==> config.mk <==
export PLATFORM = sky130hd
export DESIGN_NAME = tlm_led_ctrl
export DESIGN_NICKNAME = d
export VERILOG_FILES = /design/src/tlm_pkg.sv /design/src/tlm_stretch.sv /design/src/tlm_led_ctrl.sv
export SDC_FILE = /design/constraint.sdc
export NUM_CORES = 1
export LEC_CHECK = 0
export ABC_AREA = 1
export BUFFER_PORTS_ARGS = -buffer_cell sky130_fd_sc_hd__buf_2
export CAP_MARGIN = 15
export CELL_PAD_IN_SITES_DETAIL_PLACEMENT = 1
export CELL_PAD_IN_SITES_GLOBAL_PLACEMENT = 1
export CORE_MARGIN = 2
export CORE_UTILIZATION = 44
export DETAILED_ROUTE_END_ITERATION = 6
export PLACE_DENSITY = 0.88
export SYNTH_ARGS = -nofsm -noshare
export SYNTH_HDL_FRONTEND = slang
export SYNTH_SLANG_ARGS = --single-unit
==> constraint.sdc <==
create_clock -name CLK_IN -period 4.2 [get_ports CLK_IN]
set_input_delay 0.21 -clock CLK_IN [delete_from_list [all_inputs] [get_ports CLK_IN]]
set_output_delay 0.21 -clock CLK_IN [all_outputs]
set_load 0.02 [all_outputs]
==> src/tlm_pkg.sv <==
// Package of the tri-LED mode controller: register map, field layout,
// reset values, timing figures and carrier types.
// Assumes a 20 MHz device clock; blink, segment and stretch timing is counted in milliseconds.
package tlm_pkg;

  // ****************************************
  // Clock and time base
  // ****************************************
  localparam int unsigned CLK_HZ = 20_000_000;
  localparam int unsigned MS_PER_S = 1000;
  localparam int unsigned CYC_PER_MS_DFLT = CLK_HZ / MS_PER_S;

  // Durations in milliseconds.
  localparam logic [11:0] MS_42 = 12'd42;
  localparam logic [11:0] MS_84 = 12'd84;
  localparam logic [11:0] MS_170 = 12'd170;
  localparam logic [11:0] MS_340 = 12'd340;
  localparam logic [11:0] MS_670 = 12'd670;
  localparam logic [11:0] MS_1300 = 12'd1300;
  localparam logic [11:0] MS_2700 = 12'd2700;

  // ****************************************
  // Register map (byte addresses) and reset values
  // ****************************************
  localparam logic [7:0] OFS_FUNC = 8'h00;
  localparam logic [7:0] OFS_POLMIX = 8'h04;
  localparam logic [7:0] OFS_TIMER = 8'h08;
  localparam logic [7:0] OFS_STAT = 8'h0C;
  localparam logic [15:0] FUNC_RST = 16'h0000;
  localparam logic [15:0] POLMIX_RST = 16'h0015;
  localparam logic [15:0] TIMER_RST = 16'h0000;
  localparam logic [15:0] FUNC_MASK = 16'h0FFF;
  localparam logic [15:0] POLMIX_MASK = 16'hFF3F;
  localparam logic [15:0] TIMER_MASK = 16'h770F;

  // ****************************************
  // Field positions
  // ****************************************
  localparam int unsigned FN_W = 4;
  localparam int unsigned POL_W = 2;
  localparam int unsigned MIX0_LSB = 8;
  localparam int unsigned MIX1_LSB = 12;
  localparam int unsigned ODD_LSB = 0;
  localparam int unsigned EVEN_LSB = 2;
  localparam int unsigned BLINK_LSB = 8;
  localparam int unsigned STRETCH_LSB = 12;

  // ****************************************
  // Function codes
  // ****************************************
  localparam logic [1:0] FN_MANUAL = 2'b10;
  localparam logic [1:0] FN_DUAL = 2'b11;
  localparam logic [1:0] MAN_OFF = 2'b00;
  localparam logic [1:0] MAN_ON = 2'b01;
  localparam logic [1:0] MAN_HIZ = 2'b10;
  localparam logic [1:0] MAN_BLINK = 2'b11;
  localparam logic [3:0] FN_SPEED_BLINK = 4'h2;
  localparam logic [3:0] MIX_FULL = 4'h8;
  localparam logic [2:0] SEG_LAST = 3'h7;

  typedef enum logic [1:0] {
    TLM_MODE1,
    TLM_MODE2,
    TLM_MODE3,
    TLM_MODE4
  } tlm_dual_mode_t;

  // Status from the transceiver core.
  typedef struct packed {
    logic link10;
    logic link100;
    logic link1000;
    logic fiber_link;
    logic full_duplex;
    logic collision;
    logic tx_act;
    logic rx_act;
  } tlm_phy_status_t;

  // Pin level and output enable of the three LED pins.
  typedef struct packed {
    logic [2:0] drive;
    logic [2:0] oe;
  } tlm_led_pins_t;

endpackage

==> src/tlm_stretch.sv <==
// Pulse stretcher for one activity strobe.
// Assumes a one-cycle millisecond tick from the caller; length 0 passes through.
`timescale 1ns/1ns
module tlm_stretch (
  // Clock and reset
  input wire logic CLK_IN,
  input wire logic RST_IN,
  // Time base and setting
  input wire logic ms_tick_in,
  input wire logic [11:0] len_ms_in,
  // Activity
  input wire logic act_in,
  output logic act_out
);

  logic [11:0] left_q;

  // Restarting on every strobe keeps the lamp lit for the whole burst.
  always_ff @(posedge CLK_IN or posedge RST_IN) begin
    if (RST_IN) begin
      left_q <= 12'h000;
    end else if (act_in) begin
      left_q <= len_ms_in;
    end else if (ms_tick_in && left_q != 12'h000) begin
      left_q <= left_q - 12'h001;
    end
  end

  always_ff @(posedge CLK_IN or posedge RST_IN) begin
    if (RST_IN) begin
      act_out <= 1'b0;
    end else begin
      act_out <= act_in || (left_q > 12'h001) || (left_q == 12'h001 && !ms_tick_in);
    end
  end

endmodule

==> src/tlm_led_ctrl.sv <==
// Tri-LED mode controller: APB registers, function decode, blink, speed
// blink, bi-colour mixing and pin polarity for three LED pins.
// Assumes status inputs synchronous to CLK_IN; pad logic resolves drive/oe.
// What this block does
// - Dual modes blend the two lower LEDs into a third colour.
// - Mix is the on-time share per LED, one 4-bit field each.
// - Mix codes step 12.5 percent, 8 is full on, above reserved.
// - Mixing only when LED zero function is 11xx.
// - LED two function codes: link, activity, duplex, transmit, speeds.
// - LED one function codes: receive, activity, 100 or fiber links.
// - LED one function ignored while LED zero is in dual mode.
// - LED zero function codes include speed blink, copper and gigabit link.
// - Codes 10xx force off, on, Hi-Z or blink.
// - Compound activity is transmit OR receive.
// - Compound link is OR of the three copper speed links.
// - Speed blink: eight segments, pulses encode the link speed.
// - Odd segments use odd period field, even use even field.
// - Segment periods are 84, 170, 340 or 670 ms.
// - Manual override lights only one colour.
// - First dual mode shows steady mixed colour.
// - Second dual mode blinks the mixed colour.
// - Third dual mode codes speed by colour, blinking on activity.
// - Fourth dual mode swaps the 10 and 100 indications.
// - Stretch, then blink, then mix, then apply polarity.
// - Polarity low bit sets on level, high bit tristates off.
// - Blink rate codes 42 to 670 ms, upper codes reserved.
//
// Our own choices: the APB register port and the address map.
`timescale 1ns/1ns
module tlm_led_ctrl #(
  parameter int unsigned CYC_PER_MS = tlm_pkg::CYC_PER_MS_DFLT
) (
  // Clock and reset
  input wire logic CLK_IN,
  input wire logic RST_IN,
  // APB slave
  input wire logic PSEL_IN,
  input wire logic PENABLE_IN,
  input wire logic PWRITE_IN,
  input wire logic [7:0] PADDR_IN,
  input wire logic [31:0] PWDATA_IN,
  output logic [31:0] PRDATA_OUT,
  output logic PREADY_OUT,
  output logic PSLVERR_OUT,
  // Transceiver status
  input wire tlm_pkg::tlm_phy_status_t STATUS_IN,
  // LED pins
  output tlm_pkg::tlm_led_pins_t LED_OUT
);
  import tlm_pkg::*;

  // ****************************************
  // Registers
  // ****************************************
  logic [15:0] func_q;
  logic [15:0] polmix_q;
  logic [15:0] timer_q;
  logic [31:0] prdata_q;
  logic [2:0] led_on_q;
  logic [2:0] led_drive_q;
  logic [2:0] led_oe_q;
  logic wr_en;
  logic rd_setup;
  logic mapped;

  function automatic logic is_mapped(input logic [7:0] a);
    return a == OFS_FUNC || a == OFS_POLMIX || a == OFS_TIMER || a == OFS_STAT;
  endfunction

  assign mapped = is_mapped(PADDR_IN);
  assign wr_en = PSEL_IN && PENABLE_IN && PWRITE_IN && mapped;
  assign rd_setup = PSEL_IN && !PENABLE_IN && !PWRITE_IN;
  assign PREADY_OUT = 1'b1;
  assign PSLVERR_OUT = PSEL_IN && PENABLE_IN && !mapped;
  assign PRDATA_OUT = prdata_q;

  always_ff @(posedge CLK_IN or posedge RST_IN) begin
    if (RST_IN) begin
      func_q <= FUNC_RST;
      polmix_q <= POLMIX_RST;
      timer_q <= TIMER_RST;
    end else if (wr_en) begin
      case (PADDR_IN)
        OFS_FUNC: func_q <= PWDATA_IN[15:0] & FUNC_MASK;
        OFS_POLMIX: polmix_q <= PWDATA_IN[15:0] & POLMIX_MASK;
        OFS_TIMER: timer_q <= PWDATA_IN[15:0] & TIMER_MASK;
        default: func_q <= func_q;
      endcase
    end
  end

  // ****************************************
  // Millisecond time base
  // ****************************************
  logic [15:0] pre_q;
  logic ms_tick;

  assign ms_tick = pre_q == 16'(CYC_PER_MS - 1);

  always_ff @(posedge CLK_IN or posedge RST_IN) begin
    if (RST_IN) begin
      pre_q <= 16'h0000;
    end else begin
      pre_q <= ms_tick ? 16'h0000 : pre_q + 16'h0001;
    end
  end

  // ****************************************
  // Status: stretch then compound
  // ****************************************
  logic tx_s;
  logic rx_s;
  logic act;
  logic link;

  function automatic logic [11:0] stretch_ms(input logic [2:0] c);
    case (c)
      3'h1: return MS_42;
      3'h2: return MS_84;
      3'h3: return MS_170;
      3'h4: return MS_340;
      3'h5: return MS_670;
      3'h6: return MS_1300;
      3'h7: return MS_2700;
      default: return 12'h000;
    endcase
  endfunction

  // Stretching ahead of blink and mix.
  tlm_stretch u_tx_str (
    .CLK_IN(CLK_IN),
    .RST_IN(RST_IN),
    .ms_tick_in(ms_tick),
    .len_ms_in(stretch_ms(timer_q[STRETCH_LSB +: 3])),
    .act_in(STATUS_IN.tx_act),
    .act_out(tx_s)
  );

  tlm_stretch u_rx_str (
    .CLK_IN(CLK_IN),
    .RST_IN(RST_IN),
    .ms_tick_in(ms_tick),
    .len_ms_in(stretch_ms(timer_q[STRETCH_LSB +: 3])),
    .act_in(STATUS_IN.rx_act),
    .act_out(rx_s)
  );

  assign act = tx_s || rx_s;
  assign link = STATUS_IN.link10 || STATUS_IN.link100 || STATUS_IN.link1000;

  // ****************************************
  // Blink phase
  // ****************************************
  logic [11:0] blink_ms_q;
  logic blink_q;
  logic [11:0] blink_len;

  // Reserved rates fall back to the slowest one.
  function automatic logic [11:0] blink_period(input logic [2:0] c);
    case (c)
      3'h0: return MS_42;
      3'h1: return MS_84;
      3'h2: return MS_170;
      3'h3: return MS_340;
      default: return MS_670;
    endcase
  endfunction

  assign blink_len = blink_period(timer_q[BLINK_LSB +: 3]);

  always_ff @(posedge CLK_IN or posedge RST_IN) begin
    if (RST_IN) begin
      blink_ms_q <= 12'h000;
      blink_q <= 1'b0;
    end else if (ms_tick) begin
      if (blink_ms_q >= blink_len - 12'h001) begin
        blink_ms_q <= 12'h000;
        blink_q <= !blink_q;
      end else begin
        blink_ms_q <= blink_ms_q + 12'h001;
      end
    end
  end

  // ****************************************
  // Speed blink sequencer
  // ****************************************
  logic [2:0] seg_q;
  logic [11:0] seg_ms_q;
  logic [11:0] seg_len;
  logic seg_done;
  logic speed_on;

  function automatic logic [11:0] seg_period(input logic [1:0] c);
    case (c)
      2'h0: return MS_84;
      2'h1: return MS_170;
      2'h2: return MS_340;
      default: return MS_670;
    endcase
  endfunction

  // Index 0 is segment 1, so even indices are odd segments.
  assign seg_len = seg_q[0] ? seg_period(timer_q[EVEN_LSB +: 2]) : seg_period(timer_q[ODD_LSB +: 2]);
  assign seg_done = ms_tick && seg_ms_q >= seg_len - 12'h001;

  always_ff @(posedge CLK_IN or posedge RST_IN) begin
    if (RST_IN) begin
      seg_q <= 3'h0;
      seg_ms_q <= 12'h000;
    end else if (seg_done) begin
      seg_q <= seg_q + 3'h1;
      seg_ms_q <= 12'h000;
    end else if (ms_tick) begin
      seg_ms_q <= seg_ms_q + 12'h001;
    end
  end

  // Three, two, one or no pulses by speed.
  assign speed_on = (seg_q == 3'h0 && link) ||
                    (seg_q == 3'h2 && (STATUS_IN.link100 || STATUS_IN.link1000)) ||
                    (seg_q == 3'h4 && STATUS_IN.link1000);

  // ****************************************
  // Mixing
  // ****************************************
  logic [2:0] pwm_q;
  logic mix0_on;
  logic mix1_on;

  always_ff @(posedge CLK_IN or posedge RST_IN) begin
    if (RST_IN) begin
      pwm_q <= 3'h0;
    end else begin
      pwm_q <= pwm_q + 3'h1;
    end
  end

  // Eighth steps; code 8 and above never compares false.
  assign mix0_on = {1'b0, pwm_q} < polmix_q[MIX0_LSB +: 4];
  assign mix1_on = {1'b0, pwm_q} < polmix_q[MIX1_LSB +: 4];

  // ****************************************
  // Function decode
  // ****************************************
  function automatic logic single_on(input int unsigned pin, input logic [3:0] c, input tlm_phy_status_t st,
                                     input logic lk, input logic ac, input logic tx, input logic rx,
                                     input logic bl, input logic sp);
    case (c)
      4'h0: return pin == 1 ? rx : lk;
      4'h1: return lk && (!ac || bl);
      4'h2: begin
        if (pin == 2) begin
          return st.full_duplex && (!st.collision || bl);
        end else if (pin == 1) begin
          return lk && (!rx || bl);
        end
        return sp;
      end
      4'h3: return ac;
      4'h4: return ac && bl;
      4'h5: return pin == 1 ? (st.link100 || st.fiber_link) : tx;
      4'h6: begin
        if (pin == 2) begin
          return st.link10 || st.link1000;
        end else if (pin == 1) begin
          return st.link100 || st.link1000;
        end
        return lk;
      end
      4'h7: return pin == 2 ? st.link10 : (pin == 1 ? st.link100 : st.link1000);
      4'h8: return 1'b0;
      4'h9: return 1'b1;
      4'hB: return bl;
      default: return 1'b0;
    endcase
  endfunction

  logic [2:0] on_d;
  logic [2:0] hiz_d;
  logic dual;
  tlm_dual_mode_t mode;
  logic s1000;
  logic s100;
  logic s10;
  logic gate;
  logic solo0;
  logic solo1;
  logic mixsel;

  assign dual = func_q[3:2] == FN_DUAL;
  assign mode = tlm_dual_mode_t'(func_q[1:0]);
  assign s1000 = STATUS_IN.link1000;
  assign s100 = STATUS_IN.link100 && !s1000;
  assign s10 = STATUS_IN.link10 && !STATUS_IN.link100 && !s1000;
  assign gate = !act || blink_q;
  assign solo0 = s1000;
  assign solo1 = mode == TLM_MODE3 ? s10 : s100;
  assign mixsel = mode == TLM_MODE3 ? s100 : s10;

  genvar gi;
  for (gi = 0; gi < 3; gi++) begin : g_pin
    logic [3:0] fn;
    logic on_s;
    assign fn = func_q[gi * FN_W +: FN_W];
    // Manual codes share the decoder and drive one pin only.
    assign on_s = single_on(gi, fn, STATUS_IN, link, act, tx_s, rx_s, blink_q, speed_on);
    if (gi == 2) begin : g_single
      assign on_d[gi] = on_s;
      assign hiz_d[gi] = fn == {FN_MANUAL, MAN_HIZ};
    end else begin : g_dual
      logic mix_on;
      logic solo;
      logic on_dual;
      assign mix_on = gi == 0 ? mix0_on : mix1_on;
      assign solo = gi == 0 ? solo0 : solo1;
      always_comb begin
        case (mode)
          TLM_MODE1: on_dual = mix_on;
          TLM_MODE2: on_dual = mix_on && blink_q;
          default: on_dual = gate && (solo || (mixsel && mix_on));
        endcase
      end
      // Dual overrides both lower pins and ignores the middle field.
      assign on_d[gi] = dual ? on_dual : on_s;
      assign hiz_d[gi] = !dual && fn == {FN_MANUAL, MAN_HIZ};
    end
  end

  // ****************************************
  // Polarity and output registers
  // ****************************************
  always_ff @(posedge CLK_IN or posedge RST_IN) begin
    if (RST_IN) begin
      led_on_q <= 3'h0;
      led_drive_q <= 3'h0;
      led_oe_q <= 3'h0;
    end else begin
      led_on_q <= on_d;
      for (int i = 0; i < 3; i++) begin
        led_drive_q[i] <= polmix_q[i * POL_W] ? on_d[i] : !on_d[i];
        led_oe_q[i] <= !hiz_d[i] && (on_d[i] || !polmix_q[i * POL_W + 1]);
      end
    end
  end

  assign LED_OUT.drive = led_drive_q;
  assign LED_OUT.oe = led_oe_q;

  // Read data is captured in the setup cycle, so the access needs no wait.
  always_ff @(posedge CLK_IN or posedge RST_IN) begin
    if (RST_IN) begin
      prdata_q <= 32'h0000_0000;
    end else if (rd_setup) begin
      case (PADDR_IN)
        OFS_FUNC: prdata_q <= {16'h0000, func_q};
        OFS_POLMIX: prdata_q <= {16'h0000, polmix_q};
        OFS_TIMER: prdata_q <= {16'h0000, timer_q};
        OFS_STAT: prdata_q <= {23'h000000, blink_q, seg_q, act, link, led_on_q};
        default: prdata_q <= 32'h0000_0000;
      endcase
    end
  end
endmodule

-- Yosys cells after proc, flatten, opt, wreduce, memory -nomap -nowiden
Cells that the tools add are included.
- bits in registers: 150
- bits in latches: 0
- RAM bits: 0
- ROM bits: 0
- bits of input ports: 53
- output and inout bits: 40
- logic and storage cells: 215
- memories kept: 0
- add/subtract/negate cells: 9
- $mul: 0
- div/mod/pow operators: 0
- $lt $le $gt $ge: 6
- equal/unequal tests: 55
- shift operators: 0
- muxes and demuxes: 34
- bitwise operators: 0
- reduce and logical (&&, ||, !) cells: 94
- operators with widths (kind ; count):
    12-bit 2-to-1 mux ; 8
    12-bit one-hot mux with 7 select lines ; 1
    16-bit one-hot mux with 4 select lines ; 1
    10-bit one-hot mux with 3 select lines ; 2
    4-bit by 3-bit equality test with 1-bit output (second input constant) ; 12
    12-bit by 1-bit subtractor with 12-bit output (second input constant) ; 4
    10-bit one-hot mux with 4 select lines ; 1
    4-bit equality test (second input constant) ; 9
    1-bit logical AND ; 32
    12-bit by 1-bit adder with 12-bit output (second input constant) ; 2
    12-bit by 1-bit equality test with 1-bit output (second input constant) ; 2
    4-bit by 2-bit equality test with 1-bit output (second input constant) ; 6
    12-bit greater-or-equal comparator ; 2
    12-bit by 1-bit greater-than comparator with 1-bit output (second input constant) ; 2
    12-bit nonzero test ; 2
    1-bit logical OR ; 23
    1-bit zero test ; 20
    1-bit one-hot mux with 10 select lines ; 2
    16-bit by 1-bit adder with 16-bit output (second input constant) ; 1
    16-bit by 15-bit equality test with 1-bit output (second input constant) ; 1
    8-bit by 4-bit equality test with 1-bit output (second input constant) ; 2
    16-bit 2-to-1 mux ; 1
    3-bit by 2-bit equality test with 1-bit output (second input constant) ; 5
    3-bit equality test (second input constant) ; 5
    17 further kinds ; 52

-- Longest topological paths before layout
- word-level depth: 11
- gate-level depth with buffers: 16
- gate-level depth less buffers: 15

-- Cells and area by module
A second synthesis with hierarchy kept.
- cells, all modules: 1146
- area total of the unflattened synthesis: 8604.5 um^2
- by module, submodules not included (module ; times used ; cells an instance ; area an instance (um^2) ; sequential area each (um^2)):
    tlm_led_ctrl ; 1 ; 870 ; 6655.1 ; 2706.3
    tlm_stretch ; 2 ; 138 ; 974.7 ; 325.3

-- Worst setup path after synthesis
OpenSTA, ideal clock, no wires.
- kind: register to register
- start: register seg_q[0]
- end: register seg_ms_q[4]
- library setup time: 0.065 ns
- data arrival time: 2.320 ns
- data required time: 4.135 ns
- slack: 1.815 ns
- cell stages (with the launch flop): 16
- path buffers: 1
- period minus slack after synthesis: 2.385 ns
- path through: dfrtp_1 -> a32oi_1 -> inv_1 -> ha_1 -> xor2_1 -> ha_1 -> nand2_1 -> inv_1 -> o21ai_0 -> nand2_1 -> nand2_1 -> nand3_1 -> nand2_2 -> buf_2 -> nand3b_1 -> nand2_1
- longest elaborated chain between the ends: 5
- elaborated cells between the ends (all ways): 6
- those cells by class: add/sub (1); order compare (1); mux (2); reduce/logical (2)
- RTL lines (item ; line ; text):
    start, declared ; tlm_led_ctrl.sv:188 ; logic [2:0] seg_q;
    start signal, assigned ; tlm_led_ctrl.sv:212 ; seg_q <= seg_q + 3'h1;
    12-bit 2-to-1 mux (*) ; tlm_led_ctrl.sv:204 ; assign seg_len = seg_q[0] ? seg_period(timer_q[EVEN_LSB +: 2]) : seg_period(timer_q[ODD_LSB +: 2]);
    12-bit by 1-bit subtractor with 12-bit output (*) ; tlm_led_ctrl.sv:205 ; assign seg_done = ms_tick && seg_ms_q >= seg_len - 12'h001;
    12-bit greater-or-equal comparator (*) ; tlm_led_ctrl.sv:205 ;
    1-bit logical AND (*) ; tlm_led_ctrl.sv:205 ;
    12-bit 2-to-1 mux / 2-bit nonzero test (equally long branches) ; -- ;
    end signal, assigned ; tlm_led_ctrl.sv:215 ; seg_ms_q <= seg_ms_q + 12'h001;
    end, declared ; tlm_led_ctrl.sv:189 ; logic [11:0] seg_ms_q;
Mark *: on every way between the ends. The rest lies on a longest branch, timed or not.
A chain may end at the register's enable or synchronous reset.

-- Worst setup path after layout
- start: register timer_q[8]
- end: register blink_ms_q[7]
- longest elaborated chain between the ends: 5
- elaborated cells between the ends (all ways): 8
- those cells by class: add/sub (1); order compare (1); eq/ne (3); mux (2); reduce/logical (1)
- RTL lines (item ; line ; text):
    start, declared ; tlm_led_ctrl.sv:57 ; logic [15:0] timer_q;
    start signal, assigned ; tlm_led_ctrl.sv:86 ; OFS_TIMER: timer_q <= PWDATA_IN[15:0] & TIMER_MASK;
    3-bit by 2-bit equality test with 1-bit output, or another cell as far along ; tlm_led_ctrl.sv:160 ; case (c)
    10-bit one-hot mux with 4 select lines (*) ; tlm_led_ctrl.sv:160 ;
    12-bit by 1-bit subtractor with 12-bit output (*) ; tlm_led_ctrl.sv:176 ; if (blink_ms_q >= blink_len - 12'h001) begin
    12-bit greater-or-equal comparator (*) ; tlm_led_ctrl.sv:176 ;
    12-bit 2-to-1 mux (*) ; tlm_led_ctrl.sv:176 ;
    end signal, assigned ; tlm_led_ctrl.sv:180 ; blink_ms_q <= blink_ms_q + 12'h001;
    end, declared ; tlm_led_ctrl.sv:154 ; logic [11:0] blink_ms_q;
Marked as above.

==> flow_metrics.py <==
metrics = {
    "routing": {
        "drc_errors": 0,
        "vias": 7704,
        "dr.pass1.iters": 5,
        "routed_via_density": 5.35,
        "wirelength_mm": 23.8,
        "route.detailed.wl_per_inst_um": 16.6,
        "drtIter0Drc": 343,
        "ant_nets": 0,
    },
    "critical_path": {
        "start_kind": "flip-flop",
        "crit_path_max_fanout": 8,
        "crit_arrival_ns": 3.28,
        "crit_chain": "inv_1 > nor2_1 > ha_1 > xnor2_1 > ha_1 > a21oi_1 > o21ai_0 > nand2_1 > nand3_1 > nand2_1 > clkinv_1 > a21oi_1",
        "cp_top_family": "simple AND/OR/NAND/NOR gates",
        "critical_path_buf_inv_count": 2,
        "critical_path_class": "reg2reg",
        "slowest_stage": "dfrtp_1",
        "endpoint_kind": "flip-flop",
        "critPathMaxStageDelay_ns": 0.41,
        "required_ns": 4.56,
    },
    "global_routing": {
        "grt_use_total": 0.247,
        "grt_max_degree": 109,
        "antenna_found_initial": 0,
        "grt_pass1_wl_mm": 39.6,
        "grt_pass1_vias": 8064,
        "gr-total-overflow": 0,
    },
    "timing": {
        "timing.final.crit_period_ns": 2.92,
        "hold_viol": 0,
        "maxSlewHeadroom": 0.333,
        "holdWs_ns": 0.00412,
        "worst_pin_slew_ns": 1.00,
        "post-route-period-util": 0.696,
        "rsz0062_at_grt": "no",
        "fin_skew_ns": 0.00832,
        "setup_tns_ns": 0,
        "slew_viol_final": 0,
        "max_freq_ghz": 0.342,
        "setup_viol": 0,
    },
    "flow_run": {
        "cap_violations": 0,
    },
    "placed_design": {
        "port_buffers": 59,
        "hpwl_mm": 16.9,
        "dp_cells": 1407,
        "gp_congestion": 0.891,
    },
    "floorplan": {
        "num_rows": 50,
        "dieHeight_um": 142,
        "initial_core_util": 0.449,
        "io_pins": 93,
        "placeableCoreArea_mm2": 0.0187,
        "die_area_mm2": 0.0202,
        "fp.dieW_um": 142,
    },
    "clocking": {
        "clock_sinks": 134,
        "clk_latency_ns": 0.44,
        "postCtsSetupRepairBufs": 0,
        "clk_pin_slew_worst_paths_ns": 0.06,
        "hold_buffers": 1,
        "cts_tree": "built",
        "cts_resized": 0,
        "htree_num_levels": 4,
        "cts_made_buffers": 17,
        "root_buffer": "clkbuf_16",
        "cts_max_path_buffers": 2,
    },
    "synthesis": {
        "netlist_top_cells_area": "dfrtp_1, nand2_1, inv_1, ha_1, o21ai_0",
        "yosys_warnings": 0,
        "ys_seq_elements": 134,
        "synthesis.area_mm2": 0.00840,
        "yosys.area.top_type_share": 0.390,
        "postSynthAreaPerCell_um2": 7.41,
        "synth.distinct_cells": 50,
        "ys_seq_area_frac": 0.400,
        "synthCells": 1133,
        "synthArstFlopShare": 1.00,
        "yosysTopAreaCell": "dfrtp_1",
        "synth-edff-count": 0,
        "synth-main-ff-cell": "dfrtp_1",
    },
    "finish": {
        "antennaDiodeCount": 0,
        "layout_commonest_cell": "nand2_1",
        "instances_no_fill": 1440,
        "seqCellArea_mm2": 0.00336,
        "final_cell_mix": "nand2_1, inv_1, dfrtp_1",
        "fill_cells": 2379,
        "area_growth_pct": 12.3,
        "multiInputGateArea_mm2": 0.00426,
        "nets": 1288,
        "drive_gt1_frac": 0.108,
    },
    "pwr": {
        "powerDensity_mw_per_mm2": 360,
        "power_mw": 3.39,
        "peakVddDrop_mv": 0.242,
        "p_leak_nw": 4.76,
    },
    "outcome": {
        "outcome": "finished, final reports clean",
    },
    "worst_hold_path": {
        "hp-class": "in2async",
    },
}
==> area by class of cell <==
| type | instances | area share |
|---|---|---|
| Sequential cell | 134 | 0.356 |
| Clock inverter | 14 | 0.0162 |
| Clock buffer | 18 | 0.0466 |
| Inverter | 155 | 0.0627 |
| Tap cell | 234 | 0.0310 |
| Multi-Input combinational cell | 821 | 0.452 |
| Timing Repair Buffer | 64 | 0.0356 |
==> cell usage after synthesis, types with 2 or more instances <==
master	n
a21oi_1	31
a31oi_1	2
buf_2	5
buf_4	17
buf_6	2
buf_8	2
clkbuf_1	14
clkinv_1	2
conb_1	2
dfrtp_1	131
dfstp_2	3
ha_1	42
inv_1	147
inv_2	5
mux2_2	3
nand2_1	315
nand2_2	3
nand2_4	5
nand3_1	71
nand3_2	2
nand3b_1	10
nand4_1	17
nor2_1	108
nor2_2	3
nor2_4	2
nor3_1	11
nor3_4	2
nor4_1	4
o211ai_1	4
o21ai_0	84
o21ai_1	23
o22ai_1	7
o31ai_1	4
xnor2_1	7
xor2_1	28
==> where the power goes <==
part	total, mW	switching, mW	internal [mW]	leakage [nW]
Combinational	0.467	0.319	0.148	2.76
Sequential	1.40	0.0545	1.35	1.72
Clock	1.52	0.629	0.893	0.279
Total	3.39	1.00	2.39	4.76
==> flip-flops by register name, indices dropped and copies added (netlist names) <==
register and cells:
u_tx_str.left_q 12, u_tx_str.act_out 1, blink_q 1, polmix_q 14
blink_ms_q 12, PRDATA_OUT 16, func_q 12, u_rx_str.act_out 1
led_oe_q 3, u_rx_str.left_q 12, pwm_q 3, seg_ms_q 12
pre_q 16, timer_q 10, led_drive_q 3, led_on_q 3
seg_q 3
==> stage by stage <==
stage / utilization / cell area [um^2] / setup slack (ns)
5_1_grt: 0.504 / 9430 / 1.05
4_1_cts: 0.504 / 9430 / 1.24
6_report: 0.504 / 9430 / 1.28
3_5_place_dp: 0.472 / 8830 / 1.46
2_1_floorplan: - / 8460 / 0.412
3_3_place_gp: 0.472 / 8830 / 1.61
==> cell families (layout without fill, tap and decap cells) <==
logic type               count (synthesis)  in the layout  share of synthesized area
flip-flops                             134            134                      0.400
other                                    2             19                   0.000894
AO/OA/AOI/OAI                          162            162                      0.103
buffers and inverters                  195            251                      0.101
multiplexers                             3              3                    0.00402
adder cells (fa/ha/maj)                 42             42                     0.0626
AND/OR/NAND/NOR                        560            560                      0.293
XOR/XNOR                                35             35                     0.0365
==> metal layers <==
metal	wire length, um	GRT usage	share of wire	up-vias
li1	-	-	-	3716
met1	10400	0.309	0.44	3801
met2	12200	0.440	0.51	150
met3	846	0.0417	0.035	37
met4	329	0.0684	0.014	0
met5	0	0	0	-
==> path summary, 6_finish.rpt <==
path	start	endpoint	slack (ns)	cells past startpoint
min in group CLK_IN	PWDATA_IN[7]	func_q[7]	0.01	2
setup reg to reg	timer_q[8]	blink_ms_q[7]	1.28	12
setup / recovery	timer_q[8]	blink_ms_q[7]	1.28	12
hold / removal	RST_IN	u_tx_str.left_q[6]	0.004	2
hold reg to reg	pre_q[0]	pre_q[0]	0.47	1
max in group asynchronous	RST_IN	polmix_q[4]	3.18	3
Note: power is estimated with default switching activity, not from simulation.
